### src/include/irp_defines.svh
/*
 * irp_defines.svh: register offsets, field masks, reset values and
 * status bit positions of the interrupt request/priority block.
 * assumes: included by bare name, before irp_pkg and the design.
 */
`ifndef IRP_DEFINES_SVH
`define IRP_DEFINES_SVH

// register offsets on the 12-bit register port
`define IRP_AW       12
`define IRP_OFS_G0EH 12'hfc1
`define IRP_OFS_G0EL 12'hfc2
`define IRP_OFS_G2RQ 12'hfc6
`define IRP_OFS_STAT 12'hfd0
`define IRP_OFS_MASK 12'hfd1

// group-0 source positions: timer1 6, timer0 5, rx 4, tx 3, converter 0
`define IRP_G0_SRC   8'h79
`define IRP_RST8     8'h00
`define IRP_RST4     4'h0
`define IRP_RST3     3'h0

// request sources: 8 group-0 slots, then 4 port C slots
`define IRP_NSRC     12
`define IRP_G2_BASE  8
`define IRP_G2_W     4

// status/mask bit positions
`define IRP_ST_W     3
`define IRP_ST_HWREQ 0
`define IRP_ST_ACK   1
`define IRP_ST_SWREQ 2

`endif

### src/include/irp_pkg.sv
/*
 * irp_pkg: types of the interrupt request/priority block.
 * assumes: irp_defines.svh is available on the include path.
 */
`include "irp_defines.svh"

package irp_pkg;

    // two-bit enable pair decode
    typedef enum logic [1:0] {
        IRP_LVL_OFF  = 2'b00,
        IRP_LVL_LOW  = 2'b01,
        IRP_LVL_NOM  = 2'b10,
        IRP_LVL_HIGH = 2'b11
    } irp_level_t;

    // vector presenter state
    typedef enum logic {
        IRP_IDLE = 1'b0,
        IRP_WAIT = 1'b1
    } irp_state_t;

    // vectored request toward the core
    typedef struct packed {
        logic       valid;
        logic [3:0] src;
        irp_level_t level;
    } irp_vec_t;

    // register port request
    typedef struct packed {
        logic                  wr;
        logic                  rd;
        logic [`IRP_AW-1:0]    addr;
        logic [7:0]            wdata;
    } irp_bus_t;

endpackage : irp_pkg

### src/hw/irp_ctrl.sv
/*
 * irp_ctrl: port C request latch, group-0 enable/priority pair and
 * vectored request presenter with a small event interrupt.
 * assumes: one clock clk_sys, synchronous active-low reset, a register
 * master on the same clock, port C pins asynchronous, group-0 pending
 * bits and the group-2 enable pairs from logic on the same clock.
 */
// The address-and-strobe port was decided locally.
`timescale 1ns/1ps
`include "irp_defines.svh"

module irp_ctrl #(
    parameter int ADDR_W = `IRP_AW          // register address width
) (
    input  wire logic             clk_sys,         // system clock
    input  wire logic             rstn,            // sync reset, low
    input  wire irp_pkg::irp_bus_t bus,            // register request
    output logic [7:0]            rdata,           // read data, next cycle
    input  wire logic [3:0]       portcPin,        // port C requests, async
    input  wire logic [7:0]       group0Pending,   // group-0 latch bits
    input  wire logic [3:0]       group2EnHigh,    // port C enable high
    input  wire logic [3:0]       group2EnLow,     // port C enable low
    input  wire logic             globalIrqEnable, // core global enable
    output irp_pkg::irp_vec_t     vecOut,          // vectored request
    input  wire logic             vecAck,          // core acknowledge
    output logic [7:0]            group0Clear,     // group-0 clear pulse
    output logic                  irqOut           // event interrupt
);
    import irp_pkg::*;

    //------------------------------------------------------------
    // declarations
    //------------------------------------------------------------
    logic [3:0]          portcMeta;
    logic [3:0]          portcSync;
    logic [3:0]          portcPrev;
    logic [3:0]          portcRise;
    logic [3:0]          group2Req;
    logic [7:0]          group0EnHigh;
    logic [7:0]          group0EnLow;
    logic [`IRP_ST_W-1:0] stat;
    logic [`IRP_ST_W-1:0] mask;
    logic [`IRP_ST_W-1:0] statEvent;
    logic [`IRP_ST_W-1:0] statClr;
    irp_level_t          candLvl [`IRP_NSRC];
    irp_vec_t            best;
    logic                bestOk;
    irp_state_t          state;
    logic                ackTake;
    logic [3:0]          ackG2Mask;
    logic                wrG0EH;
    logic                wrG0EL;
    logic                wrG2RQ;
    logic                wrStat;
    logic                wrMask;

    // group-0 slots that exist; a literal cannot be bit-selected directly
    localparam logic [7:0] G0_SRC = `IRP_G0_SRC;

    // write decode
    assign wrG0EH = bus.wr && (bus.addr == `IRP_OFS_G0EH);
    assign wrG0EL = bus.wr && (bus.addr == `IRP_OFS_G0EL);
    assign wrG2RQ = bus.wr && (bus.addr == `IRP_OFS_G2RQ);
    assign wrStat = bus.wr && (bus.addr == `IRP_OFS_STAT);
    assign wrMask = bus.wr && (bus.addr == `IRP_OFS_MASK);

    //------------------------------------------------------------
    // port C synchroniser and arrival detect
    //------------------------------------------------------------
    // two flops, then a previous-value flop for the edge
    always_ff @(posedge clk_sys) begin
        if (!rstn) begin
            portcMeta <= `IRP_RST4;
            portcSync <= `IRP_RST4;
            portcPrev <= `IRP_RST4;
        end else begin
            portcMeta <= portcPin;
            portcSync <= portcMeta;
            portcPrev <= portcSync;
        end
    end

    // a request is presented on the rising edge
    assign portcRise = portcSync & ~portcPrev;

    //------------------------------------------------------------
    // acknowledge of the presented vector
    //------------------------------------------------------------
    // only an ack against a standing vector counts
    assign ackTake = vecAck && vecOut.valid;

    // one-hot of the port C bit to clear on ack
    always_comb begin
        ackG2Mask = `IRP_RST4;
        if (ackTake && (vecOut.src >= 4'(`IRP_G2_BASE))) begin
            ackG2Mask[2'(vecOut.src - 4'(`IRP_G2_BASE))] = 1'b1;
        end
    end

    //------------------------------------------------------------
    // group-2 request latch
    //------------------------------------------------------------
    // software write, ack clear, hardware set; any set beats a same-cycle ack
    always_ff @(posedge clk_sys) begin
        if (!rstn) begin
            group2Req <= `IRP_RST4;
        end else if (wrG2RQ) begin
            group2Req <= bus.wdata[3:0] | portcRise;
        end else begin
            group2Req <= (group2Req & ~ackG2Mask) | portcRise;
        end
    end

    //------------------------------------------------------------
    // group-0 enable pair
    //------------------------------------------------------------
    // enable-high keeps all bits as written
    always_ff @(posedge clk_sys) begin
        if (!rstn) begin
            group0EnHigh <= `IRP_RST8;
        end else if (wrG0EH) begin
            group0EnHigh <= bus.wdata;
        end
    end

    // enable-low stores the source bits only
    always_ff @(posedge clk_sys) begin
        if (!rstn) begin
            group0EnLow <= `IRP_RST8;
        end else if (wrG0EL) begin
            group0EnLow <= bus.wdata & `IRP_G0_SRC;
        end
    end

    //------------------------------------------------------------
    // per-source level decode
    //------------------------------------------------------------
    // slots 0..7 are group-0 positions, 8..11 are port C pins
    // a group-0 bit under its clear pulse is stale and must not be picked again
    for (genvar i = 0; i < `IRP_NSRC; i++) begin : gSrc
        if (i < `IRP_G2_BASE) begin : gG0
            assign candLvl[i] = (group0Pending[i] && !group0Clear[i] && G0_SRC[i])
                ? irp_level_t'({group0EnHigh[i], group0EnLow[i]})
                : IRP_LVL_OFF;
        end else begin : gG2
            assign candLvl[i] = group2Req[i - `IRP_G2_BASE]
                ? irp_level_t'({group2EnHigh[i - `IRP_G2_BASE],
                                group2EnLow[i - `IRP_G2_BASE]})
                : IRP_LVL_OFF;
        end
    end

    //------------------------------------------------------------
    // priority pick
    //------------------------------------------------------------
    // highest level wins, ties go to the lowest slot
    always_comb begin
        best = '0;
        for (int i = 0; i < `IRP_NSRC; i++) begin
            if (candLvl[i] > best.level) begin
                best.valid = 1'b1;
                best.src   = 4'(i);
                best.level = candLvl[i];
            end
        end
    end

    // no pending level above the pick, for checking only
    always_comb begin
        bestOk = 1'b1;
        for (int i = 0; i < `IRP_NSRC; i++) begin
            if (candLvl[i] > best.level) begin
                bestOk = 1'b0;
            end
        end
    end

    //------------------------------------------------------------
    // vector presenter
    //------------------------------------------------------------
    // hold a pick until ack, withdraw on global disable
    always_ff @(posedge clk_sys) begin
        if (!rstn) begin
            state  <= IRP_IDLE;
            vecOut <= '0;
        end else begin
            unique case (state)
                IRP_IDLE: begin
                    if (globalIrqEnable && best.valid) begin
                        state  <= IRP_WAIT;
                        vecOut <= best;
                    end
                end
                IRP_WAIT: begin
                    if (ackTake || !globalIrqEnable) begin
                        state        <= IRP_IDLE;
                        vecOut.valid <= 1'b0;
                    end
                end
            endcase
        end
    end

    // group-0 latch lives outside; send it a clear pulse
    always_ff @(posedge clk_sys) begin
        if (!rstn) begin
            group0Clear <= `IRP_RST8;
        end else begin
            group0Clear <= `IRP_RST8;
            if (ackTake && (vecOut.src < 4'(`IRP_G2_BASE))) begin
                group0Clear[3'(vecOut.src)] <= 1'b1;
            end
        end
    end

    //------------------------------------------------------------
    // event status, mask and interrupt
    //------------------------------------------------------------
    // events: port C arrival, ack taken, software-made request
    always_comb begin
        statEvent = `IRP_RST3;
        statEvent[`IRP_ST_HWREQ] = |portcRise;
        statEvent[`IRP_ST_ACK]   = ackTake;
        statEvent[`IRP_ST_SWREQ] = wrG2RQ && |(bus.wdata[3:0] & ~group2Req);
        statClr = wrStat ? bus.wdata[`IRP_ST_W-1:0] : `IRP_RST3;
    end

    // write one to clear; a new event in the same cycle wins
    always_ff @(posedge clk_sys) begin
        if (!rstn) begin
            stat <= `IRP_RST3;
        end else begin
            stat <= (stat & ~statClr) | statEvent;
        end
    end

    // mask register, same layout as status
    always_ff @(posedge clk_sys) begin
        if (!rstn) begin
            mask <= `IRP_RST3;
        end else if (wrMask) begin
            mask <= bus.wdata[`IRP_ST_W-1:0];
        end
    end

    // level interrupt while an unmasked status bit stands
    assign irqOut = |(stat & mask);

    //------------------------------------------------------------
    // register read
    //------------------------------------------------------------
    // data stands in the cycle after the strobe only
    always_ff @(posedge clk_sys) begin
        if (!rstn) begin
            rdata <= `IRP_RST8;
        end else if (bus.rd) begin
            unique case (bus.addr)
                `IRP_OFS_G0EH: rdata <= group0EnHigh;
                `IRP_OFS_G0EL: rdata <= group0EnLow;
                `IRP_OFS_G2RQ: rdata <= {4'h0, group2Req};
                `IRP_OFS_STAT: rdata <= {5'h00, stat};
                `IRP_OFS_MASK: rdata <= {5'h00, mask};
                default:       rdata <= `IRP_RST8;
            endcase
        end else begin
            rdata <= `IRP_RST8;
        end
    end
endmodule : irp_ctrl

### config.mk
export PLATFORM = sky130hd
export DESIGN_NAME = irp_ctrl
export DESIGN_NICKNAME = d
export VERILOG_FILES = /design/src/include/irp_pkg.sv /design/src/hw/irp_ctrl.sv
export VERILOG_INCLUDE_DIRS = /design/src /design/src/include
export SDC_FILE = /design/constraint.sdc
export NUM_CORES = 1
export LEC_CHECK = 0
export BUFFER_PORTS_ARGS = -buffer_cell sky130_fd_sc_hd__buf_2
export CAP_MARGIN = 40
export CORE_MARGIN = 5
export CORE_UTILIZATION = 51
export CTS_BUF_LIST = sky130_fd_sc_hd__clkbuf_8
export DETAILED_ROUTE_END_ITERATION = 6
export GPL_TIMING_DRIVEN = 0
export PLACE_DENSITY = 0.9
export SKIP_LAST_GASP = 1
export SLEW_MARGIN = 5
export SYNTH_ARGS = -nofsm -noshare
export SYNTH_HDL_FRONTEND = slang
export SYNTH_SLANG_ARGS = --single-unit
### constraint.sdc
create_clock -name clk_sys -period 7.7 [get_ports clk_sys]
set_clock_uncertainty 0.05 [all_clocks]
set_input_delay 0 -clock clk_sys [delete_from_list [all_inputs] [get_ports clk_sys]]
set_output_delay 0 -clock clk_sys [all_outputs]
set_load 0.05 [all_outputs]
Word level (Yosys, flattened, before mapping)
Cells that the tools add are included.
{"block": "word_totals", "reg_bits": 59, "in_bits": 46, "output_inout_bits": 24, "word_cells": 119}
{"block": "op_classes", "n_addsub": 1, "magnitude_cmp": 18, "eq_ne": 7, "n_mux": 35, "bitwise": 13, "reduce_logical": 31}
{"op": "$mux W7", "n": 13}
{"op": "$eq A12 B12 Y1 const B", "n": 5}
{"op": "$pmux W8 S5", "n": 1}
{"op": "$mux W2", "n": 9}
{"op": "$logic_and A1 B1 Y1", "n": 17}
{"op": "$gt A2 B2 Y1", "n": 8}
{"op": "$and A4 B4 Y4", "n": 3}
{"op": "$not A4 Y4", "n": 3}
{"op": "$mux W4", "n": 2}
{"op": "$or A4 B4 Y4", "n": 2}
{"op": "$reduce_and A2 Y1", "n": 4}
{"op": "$reduce_or A4 Y1", "n": 2}
{"op": "$and A3 B3 Y3", "n": 2}
{"op": "$gt A1 B2 Y1 const A", "n": 3}
{"op": "$logic_not A1 Y1", "n": 6}
{"op": "$mux W1", "n": 5}
{"op": "$ge A4 B4 Y1 const B", "n": 1}
{"op": "$lt A3 B4 Y1 const B", "n": 1}
{"op": "$lt A4 B4 Y1 const B", "n": 1}
{"op": "$pmux W1 S2", "n": 2}
{"op": "$demux W1 S3", "n": 1}
{"op": "$ge A3 B1 Y1 const B", "n": 1}
{"op": "$lt A2 B3 Y1 const B", "n": 1}
{"op": "$mux W3", "n": 1}
{"op": "11 further kinds", "n": 11}

Logic depth before layout (Yosys ltp)
Gate-level depths: netlist (run 1).
{"block": "depth", "word_depth": 30, "ltp_mapped": 42, "ltp_nobuf": 41}

Least setup slack after synthesis (run 1)
Ideal clock, no wire load.
{"block": "synth_timing", "kind": "register -> register", "from": "register group0Clear[3]", "to": "register vecOut[0] in the netlist's numbering", "setup_time_ns": 0.095, "arrival_time_ns": 8.357, "t_required_ns": 7.555, "slack_ns": -0.803, "stages_incl_launch_ff": 42, "n_path_buf": 1, "period_less_slack_ns": 8.503, "cell_sequence": "dfxtp_1 nor2b_1 and2_1 ha_1 nor2b_1 o21a_1 o21ai_0 ha_1 nor2b_1 nor2_1 nand2_1 o21a_1 ha_1 nand2b_1 nand2_1 mux2_2 ha_1 nand2b_1 [6 not listed] nand2_1 ha_1 nor2b_1 or2_2 mux2i_1 a31oi_1 inv_1 ha_1 nor2b_1 nor2_1 mux2i_1 ha_1 nand2b_1 a2bb2o_2 nor4b_2 a211o_1 buf_2 a221oi_1"}
{"block": "synth_between", "elab_chain_len": 23}
{"item": "start, declared", "line": "irp_ctrl.sv:26", "rtl": "output logic [7:0] group0Clear,"}
{"item": "start signal, assigned", "line": "irp_ctrl.sv:207", "rtl": "group0Clear <= `IRP_RST8;"}
{"item": "start signal, assigned", "line": "irp_ctrl.sv:209", "rtl": "group0Clear <= `IRP_RST8;"}
{"item": "$logic_not A1 Y1 (*)", "line": "irp_ctrl.sv:142", "rtl": "assign candLvl[i] = (group0Pending[i] && !group0Clear[i] && G0_SRC[i])"}
{"item": "$logic_and A1 B1 Y1 (*)", "line": "irp_ctrl.sv:142"}
{"item": "$mux W2 (*)", "line": "irp_ctrl.sv:143", "rtl": "? irp_level_t'({group0EnHigh[i], group0EnLow[i]})"}
{"item": "$gt A2 B2 Y1", "line": "irp_ctrl.sv:160", "rtl": "if (candLvl[i] > best.level) begin"}
{"item": "$mux W7 (*)", "line": "irp_ctrl.sv:160"}
{"item": "$gt A2 B2 Y1", "line": "irp_ctrl.sv:160"}
{"item": "$mux W7 (*)", "line": "irp_ctrl.sv:160"}
{"item": "$gt A2 B2 Y1", "line": "irp_ctrl.sv:160"}
{"item": "[7 not listed]"}
{"item": "$gt A2 B2 Y1", "line": "irp_ctrl.sv:160"}
{"item": "$mux W7 (*)", "line": "irp_ctrl.sv:160"}
{"item": "$gt A2 B2 Y1", "line": "irp_ctrl.sv:160"}
{"item": "$mux W7 (*)", "line": "irp_ctrl.sv:160"}
{"item": "$gt A2 B2 Y1", "line": "irp_ctrl.sv:160"}
{"item": "$mux W7 (*)", "line": "irp_ctrl.sv:160"}
{"item": "$logic_and A1 B1 Y1", "line": "irp_ctrl.sv:189", "rtl": "if (globalIrqEnable && best.valid) begin"}
{"item": "$reduce_and A2 Y1 (no line)"}
{"item": "end signal, assigned", "line": "irp_ctrl.sv:191", "rtl": "vecOut <= best;"}
{"item": "end, declared", "line": "irp_ctrl.sv:24", "rtl": "output irp_pkg::irp_vec_t vecOut,"}
Mark *: on every way between the ends. The rest lies on a longest branch, timed or not.
A chain may end at the register's enable or synchronous reset.

Final worst setup path (run 1)
Ends and elaborated chain as after synthesis.

==> flow_summary.ini, run 1 <==
[flow_run]
max-cap-violations = 0

[floorplan]
dieArea_um2 = 8057
num_rows = 29
num_io_pins = 70
die_h_um = 89.76
placeableCoreArea_um2 = 6277
die_w_um = 89.76
start_util = 0.5168

[global_routing]
grtUsageTotal = 0.2617
grt_max_degree = 11
antenna_found_initial = 0
grt_pass1_vias = 3578
grt_overflow = 0
grt_pass1_wl_um = 17130

[cts]
cts-buffers-inserted = 9
clk_latency_ps = 350
clk_pin_slew_ps = 70
cts_root_buf = clkbuf_8
clock_sinks = 59
cts-htree-levels = 3
cts_tree = built
ctsLongestPathBuffers = 2

[min_path]
whs_path_depth = 3
hp-class = in2reg
hp-start = bus[21]
whs_endpoint = stat[2]

[layout]
n_antenna_cell = 0
nNetsFinal = 567
syn_to_final_growth_pct = 45.51
fin_util = 0.7520
drive_above_1_share = 0.3825

[drt]
drt-total-wl_um = 12750
drt_iter0_drc = 746
drtPass1Iterations = 7
wire_per_inst_um = 22.02
vias = 3724
ant_nets = 0
via_per_inst = 6.432
drc = 46

[timing]
tightestPinTransition_ps = 802.8
setup_ws_ps = -952.0
maxSlewHeadroom = 0.4599
finalHoldViolCount = 0
fin_crit_ps = 8652
rsz0062_at_grt = true
finalCritPeriodShare = 1.124
max_freq_mhz = 115.6
setup_viol = 8
tns_ps = -7096
slew_viol_final = 0

[setup_path]
timing.rr.end = vecOut[0]
path_max_fanout = 4
crit_top_cell = ha_4
end_kind = register
arrival_ps = 8820
crit_type = reg2reg
r2r-start = group0Clear[3]
r2r_slack_ps = -950
crit_path_top_delay_cell = a2111oi_1
rr_worst_depth = 40
cp-start-kind = register
max_stage_delay_ps = 550
required_ps = 7860

[power]
intPower_w = 0.0005575
p_leak_nw = 2.079
pwr-share-clk = 0.394
p_seq_frac = 0.418
p_sw_frac = 0.2790
power_frac_comb = 0.188
vdd_ir_drop_max_v = 0.0002052
p_per_area_nw_per_um2 = 163.8
p_sw_w = 0.0002157
p_total_w = 0.0007732

[synth]
ys.flop_type = dfxtp_1
async_reset_ff_frac = 0
syn_nets = 437
synth_cells = 367
yosys_warnings = 0
netlist_area_um2 = 3244
synth_area_per_cell_um2 = 8.840
ys_types = 61
ys_seq_elements = 59
synth_edf_count = 0
ys_seq_area_frac = 0.3641

[status]
failed_checks = DRC, setup timing
status = complete, but fails checks

[placement]
preCtsSetupSlack_ps = -1014
dpl.hpwl_um = 6593
globalplace.congestion = 0.8775
io_buffer_count = 65
## stage by stage
stage / std cells / hold slack (ps) / area, um2
4_1_cts: 565 / 10.63 / 4494
2_1_floorplan: 367 / 50.96 / 3381
5_1_grt: 579 / 59.22 / 4721
3_3_place_gp: 509 / 155.0 / 3802
3_5_place_dp: 509 / 160.3 / 3802
6_report: 579 / 53.00 / 4721
## power groups by stage
| stage | clock network, W | logic [W] | registers, W |
|---|---|---|---|
| 2_1_floorplan | 0 | 0.0000588 | 0.000341 |
| 3_3_place_gp | 0 | 0.0000988 | 0.000329 |
| 3_5_place_dp | 0 | 0.000103 | 0.000329 |
| 4_1_cts | 0.000303 | 0.000125 | 0.000322 |
| 5_1_grt | 0.000319 | 0.000151 | 0.000324 |
| 6_report | 0.000305 | 0.000145 | 0.000324 |
## per-layer routing
layer	global-route usage	vias to the layer above	wire, um
li1	-	1563	-
met1	0.2829	1697	4604
met2	0.4317	325	5662
met3	0.08681	139	1405
met4	0.1751	0	1076
met5	0	-	0
## logic make-up after synthesis
kind of cell,share of synthesized area
AOI/OAI and AO/OA,0.1847
buffers and inverters,0.04936
adders and majority gates,0.09256
DFF,0.3641
muxes,0.04165
and+or+nand+nor,0.2676
## area by class of cell
class,count,area (um2)
clock buffers,9,123.9
flip-flops and latches,59,1189
repair buffers,119,779.5
multi-input cells,276,2281
fillers,381,1556
clock inverters,7,85.08
plain buffers,12,91.34
well taps,77,96.34
inverters,20,75.07
## cell usage in the layout (no fill, tap or decap), types with 3 or more instances in the layout
| cell | instances |
|---|---|
| nor2_1 | 19 |
| inv_1 | 22 |
| buf_4 | 36 |
| nor3_1 | 3 |
| ha_1 | 15 |
| clkbuf_8 | 11 |
| a222oi_1 | 5 |
| mux2i_1 | 6 |
| a21boi_2 | 4 |
| nand3_1 | 13 |
| buf_2 | 65 |
| a21boi_1 | 3 |
| o21ba_4 | 3 |
| nand2_1 | 54 |
| nor2b_1 | 6 |
| o211ai_1 | 4 |
| a22oi_1 | 5 |
| clkbuf_1 | 6 |
| dlygate4sd3_1 | 18 |
| nor2b_4 | 7 |
| and2_1 | 15 |
| a31oi_1 | 5 |
| nand2b_1 | 9 |
| mux2_2 | 3 |
| mux2i_2 | 3 |
| o21ai_0 | 10 |
| dfxtp_1 | 57 |
| nand2_4 | 3 |
| ha_4 | 8 |
| buf_6 | 4 |
| a21oi_1 | 9 |
## worst max-delay path by stage
stage	slack (ps)	cells past startpoint	endpoint	start
after global placement	-690	41	vecOut[3]	group0Clear[3]
after floorplan	-170	41	vecOut[4]	group0Clear[3]
after detailed placement	-1010	41	vecOut[3]	group0Clear[3]
after global routing	-1200	41	vecOut[0]	group0Clear[3]
final	-950	40	vecOut[0]	group0Clear[3]
after CTS	-230	41	vecOut[3]	group0Clear[3]
## worst max-delay path, delay by kind of cell (launching register included)
family / cells / cell delay, ps
AOI/OAI and AO/OA: 10 / 2640
and+or+nand+nor: 17 / 2570
adders and majority gates: 8 / 1830
muxes: 3 / 770
DFF: 1 / 360
buffers and inverters: 2 / 270
## Yosys cell counts (6+ instances only)
cell type  count  area share
nor2b_1       13       0.025
a31oi_1        6       0.012
nor2_1        21       0.024
nand2b_1      11       0.021
ha_1          24       0.093
and2_1        16       0.031
mux2i_1        9       0.028
clkbuf_1       6      0.0069
dfxtp_1       59        0.36
o21ai_0       11       0.017
nand2_1       59       0.068
nand3_1       13       0.020
inv_1         20       0.023
a21oi_1        9       0.014
## state kept, by name, summed over array words and instances, names as in the netlist
name	count
group0Clear	8
group0EnHigh	8
group0EnLow	5
group2Req	4
mask	3
portcMeta	4
portcPrev	4
portcSync	4
rdata	8
stat	3
state	1
vecOut	7
## timing repair
action,in CTS,in global routing
hold endpoints to repair,37,0
resized for setup,26,21
hold buffers,18,0
pin swaps,18,22
buffers inserted,22,14
gates cloned,0,0
endpoints found under the setup margin,8,8
(Power assumes the default switching activity.)
==> run 2: changes to the inputs <==
Settings changed: RECOVER_POWER set to 50.
==> flow_summary.ini, run 2 (synthesis gave the netlist of run 1 again) <==
[layout]
multiInputGateArea_um2 = 2281
fin_util = 0.7489
syn_to_final_growth_pct = 44.89
drive_above_1_share = 0.3506
nFillCells = 388
final_cell_mix = dfxtp_1, nand2_1, buf_2
layout_commonest_cell = dfxtp_1
reg_top3 = group0Clear x8, group0EnHigh x8, rdata x8
finish.instance_area_um2 = 4701
n_antenna_cell = 0
nNetsFinal = 567
seq_area_um2 = 1189

[floorplan]
dieArea_um2 = 8057
num_rows = 29
placeableCoreArea_um2 = 6277
start_util = 0.5168
num_io_pins = 70
die_w_um = 89.76
die_h_um = 89.76

[timing]
finalCritPeriodShare = 1.126
tightestPinTransition_ps = 810.5
max_freq_mhz = 115.4
rsz0062_at_grt = true
setup_viol = 8
finalHoldViolCount = 0
setup_ws_ps = -969.0
tns_ps = -7240
slew_viol_final = 0
fin_crit_ps = 8669
maxSlewHeadroom = 0.4547

[setup_path]
required_ps = 7870
crit_top_cell = ha_4
end_kind = register
r2r-start = group0Clear[3]
worstSetupPathDepth = 40
crit_path_top_delay_cell = a2111oi_1
cp-start-kind = register
path_max_fanout = 4
cp.buffers_inverters = 2
endpoint = vecOut[0]
worstSetupStartpoint = group0Clear[3]
max_stage_delay_ps = 550
crit_type = reg2reg
timing.rr.end = vecOut[0]
arrival_ps = 8840
rr_worst_depth = 40
cp_top_family = compound AO/OA/AOI/OAI gates
r2r_slack_ps = -970

[cts]
cts_tree = built
cts_root_buf = clkbuf_8
cts-htree-levels = 3
ctsLongestPathBuffers = 2
clk_latency_ps = 360
cts-buffers-inserted = 9
clock_sinks = 59
clk_pin_slew_ps = 70

[power]
p_per_area_nw_per_um2 = 164.8
p_leak_nw = 2.008
p_total_w = 0.0007746
vdd_ir_drop_max_v = 0.0002054

[drt]
drtPass1Iterations = 7
ant_nets = 0
wire_per_inst_um = 22.08
drt-total-wl_um = 12780
vias = 3753
via_per_inst = 6.482
top_layer_used = met4
met3_length_um = 1466
drt_iter0_drc = 759
dr_wl_met2_um = 5690
drc = 10
met1_length_um = 4560

[global_routing]
antenna_found_initial = 0
grt_pass1_vias = 3578
grtUsageTotal = 0.2617
grt_pass1_wl_um = 17130
grt_max_degree = 11
grt_overflow = 0

[min_path]
hp-start = bus[21]
hp-class = in2reg

[placement]
io_buffer_count = 65
placed_area_um2 = 3802
dpl.hpwl_um = 6593
globalplace.congestion = 0.8775

[flow_run]
max-cap-violations = 0

[status]
failed_checks = DRC, setup timing
status = complete, but fails checks
## run 2: cell types whose count changed in the layout (fill, tap and decap cells not counted)
cell,delta
buf_2,-16
clkbuf_1,+16
## run 2: how the worst min path moves through the flow
| stage | slack [ps] | cells after the start | to |
|---|---|---|---|
| 3_5_place_dp | 160 | 2 | portcMeta[2] |
| 4_1_cts | 10 | 3 | stat[2] |
| 6_report | 60 | 3 | stat[2] |
| 2_1_floorplan | 50 | 1 | stat[1] |
| 5_1_grt | 60 | 3 | stat[2] |
| 3_3_place_gp | 150 | 2 | portcMeta[0] |
## run 2: report_power, final
group	total [W]	internal, W	switching, W
combinational	0.000145	0.0000645	0.0000801
sequential	0.000324	0.000314	0.00000989
clock	0.000306	0.000179	0.000128
total	0.000775	0.000557	0.000218
## run 2: area by class of cell
class / instances / share of cell area
timing repair buffer: 119 / 0.1616
buffer: 12 / 0.01943
clock buffer: 9 / 0.02635
inverter: 20 / 0.01597
multi-input combinational: 276 / 0.4852
sequential: 59 / 0.2529
clock inverter: 7 / 0.01810
tap: 77 / 0.02050
## run 2: metal layers
metal / vias to the layer above / GRT usage
met5: - / 0
met3: 120 / 0.08681
met2: 332 / 0.4317
li1: 1562 / -
met1: 1739 / 0.2829
met4: 0 / 0.1751
## run 2: what timing repair did
item                                   in CTS  in global routing
gates cloned                                0                  0
endpoints found under the hold margin      37                  0
hold buffers                               18                  0
pin swaps                                  18                 22
setup buffers                              22                 14
resized for setup                          26                 21
setup endpoints to repair                   8                  8
## run 2: tightest hold or removal path: stages
cell and delay (ps):
buf_2 150, nand2_1 170, o22ai_1 90
## run 2: metrics by stage
step           std cells  hold slack [ps]  setup slack [ps]
2_1_floorplan        367            50.96            -167.7
3_3_place_gp         509            155.0            -687.7
3_5_place_dp         509            160.3             -1014
4_1_cts              565            10.63            -231.2
5_1_grt              579            59.22             -1199
6_report             579            55.09            -969.0
==> run 3: changes to the inputs <==
--- a/config.mk
+++ b/config.mk
@@ -16,3 +16,3 @@
 export PLACE_DENSITY = 0.9
-export RECOVER_POWER = 50
+export RECOVER_POWER = 100
 export SKIP_LAST_GASP = 1
==> constraint.sdc (replaced) <==
create_clock -name clk_sys -period 7.7 [get_ports clk_sys]
set_clock_uncertainty 0.05 [all_clocks]
set_input_delay 1.925 -clock clk_sys [delete_from_list [all_inputs] [get_ports clk_sys]]
set_output_delay 1.925 -clock clk_sys [all_outputs]
set_load 0.05 [all_outputs]
==> flow_summary.ini, run 3 (synthesis gave the netlist of run 1 again) <==
[status]
status = complete, but fails checks
failed_checks = DRC, setup timing

[drt]
met1_length_um = 4231
top_layer_used = met4
drt-total-wl_um = 11250
via_per_inst = 6.250
drc = 3
vias = 3475
drtPass1Iterations = 7
drt_iter0_drc = 356
dr_wl_met2_um = 5297
wire_per_inst_um = 20.23
met3_length_um = 990
ant_nets = 0

[cts]
cts_root_buf = clkbuf_8
cts-htree-levels = 3
clock_sinks = 59
ctsLongestPathBuffers = 2
clk_pin_slew_ps = 70
cts_hold_buffers = 0
cts_tree = built
clk_latency_ps = 350
cts-buffers-inserted = 9

[timing]
setup_viol = 8
max_freq_mhz = 102.1
tns_ps = -16390
rsz0062_at_grt = true
tightestPinTransition_ps = 615.4
finalHoldViolCount = 0
slew_viol_final = 0
setup_ws_ps = -2095
finalCritPeriodShare = 1.272
maxSlewHeadroom = 0.5915
fin_crit_ps = 9795

[power]
vdd_ir_drop_max_v = 0.0001579
p_leak_nw = 1.887
p_sw_frac = 0.2785
p_per_area_nw_per_um2 = 171.0
p_seq_frac = 0.424
intPower_w = 0.0005512
pwr-share-clk = 0.406
p_sw_w = 0.0002127
power_frac_comb = 0.169

[layout]
final_cell_mix = dfxtp_1, nand2_1, buf_2
layout_commonest_cell = dfxtp_1
finish.instance_area_um2 = 4467
drive_above_1_share = 0.3466
reg_top3 = group0Clear x8, group0EnHigh x8, rdata x8
n_antenna_cell = 0
syn_to_final_growth_pct = 37.68
nNetsFinal = 544

[floorplan]
placeableCoreArea_um2 = 6277
die_h_um = 89.76
start_util = 0.5168
dieArea_um2 = 8057
die_w_um = 89.76
num_io_pins = 70
num_rows = 29

[setup_path]
r2r_slack_ps = -780
end_kind = register
crit_type = in2reg
crit_top_cell = ha_4
r2r-start = group0Clear[3]
cp-start-kind = input port
required_ps = 7920
cp_top_family = simple AND/OR/NAND/NOR gates
arrival_ps = 10020
rr_worst_depth = 41
max_stage_delay_ps = 500
timing.rr.end = vecOut[1]
cp.buffers_inverters = 3
crit_path_top_delay_cell = a222oi_1
path_max_fanout = 7

[min_path]
whs_endpoint = portcSync[0]
hp-class = reg2reg
whs_path_depth = 1
hp-start = portcMeta[0]

[global_routing]
grt_overflow = 0
antenna_found_initial = 0
grt_max_degree = 12
grtUsageTotal = 0.2375
grt_pass1_vias = 3344
grt_pass1_wl_um = 15790

[placement]
dpl.hpwl_um = 6460
io_buffer_count = 65
globalplace.congestion = 0.8763
preCtsSetupSlack_ps = -2742
placed_area_um2 = 3829

[flow_run]
max-cap-violations = 0
run 3: worst reg2reg max path: cells and delay by family, from the launching register on:
kind                     cells  cell delay [ps]
AND/OR/NAND/NOR             16             2580
AO/OA/AOI/OAI               11             2500
adder cells (fa/ha/maj)      8             1780
multiplexers                 4              930
flip-flops                   1              340
buffers and inverters        2              230
run 3: power groups by stage:
stage | clock network [W] | registers, W | logic, W
final | 0.000310 | 0.000324 | 0.000129
after global routing | 0.000324 | 0.000325 | 0.000136
after CTS | 0.000312 | 0.000323 | 0.000113
after detailed placement | 0 | 0.000330 | 0.000105
after global placement | 0 | 0.000329 | 0.000102
after floorplan | 0 | 0.000341 | 0.0000618
run 3: cell type report:
type	instances	area, um2
buffer	12	83.83
clock buffer	9	123.9
clock inverter	7	92.59
fill	443	1810
inverter	20	75.07
multi-input combinational	276	2267
sequential	59	1181
tap	77	96.34
timing repair buffer	96	546.8
run 3: worst max-delay path by stage:
stage | slack (ps) | depth (start not counted) | startpoint | endpoint
floorplan | -1730 | 41 | group0Pending[3] | vecOut[2]
global placement | -2380 | 41 | group0Pending[0] | vecOut[0]
detailed placement | -2740 | 42 | group0Pending[0] | vecOut[1]
CTS | -1500 | 42 | group0Pending[3] | vecOut[4]
global route | -2290 | 42 | group0Pending[3] | vecOut[3]
finish | -2100 | 42 | group0Pending[3] | vecOut[1]
run 3: routing by layer:
layer  track usage  vias up
li1              -     1521
met1        0.2723     1611
met2        0.3988      267
met3       0.07179       76
met4        0.1171        0
met5             0        -
run 3: metrics by stage:
stage | instances | hold WS [ps] | total power, W | utilization
6_report | 556 | 382.1 | 0.0007639 | 0.7116
5_1_grt | 556 | 412.8 | 0.0007853 | 0.7116
4_1_cts | 543 | 383.8 | 0.0007478 | 0.6837
3_5_place_dp | 509 | 367.9 | 0.0004343 | 0.6099
3_3_place_gp | 509 | 363.5 | 0.0004311 | 0.6099
2_1_floorplan | 367 | 361.9 | 0.0004029 | -
run 3: what timing repair did:
| item | CTS | global route |
|---|---|---|
| setup endpoints to repair | 8 | 8 |
| setup buffers | 18 | 13 |
| gates resized for setup | 20 | 20 |
| pin swaps | 24 | 7 |
| gates cloned | 0 | 0 |
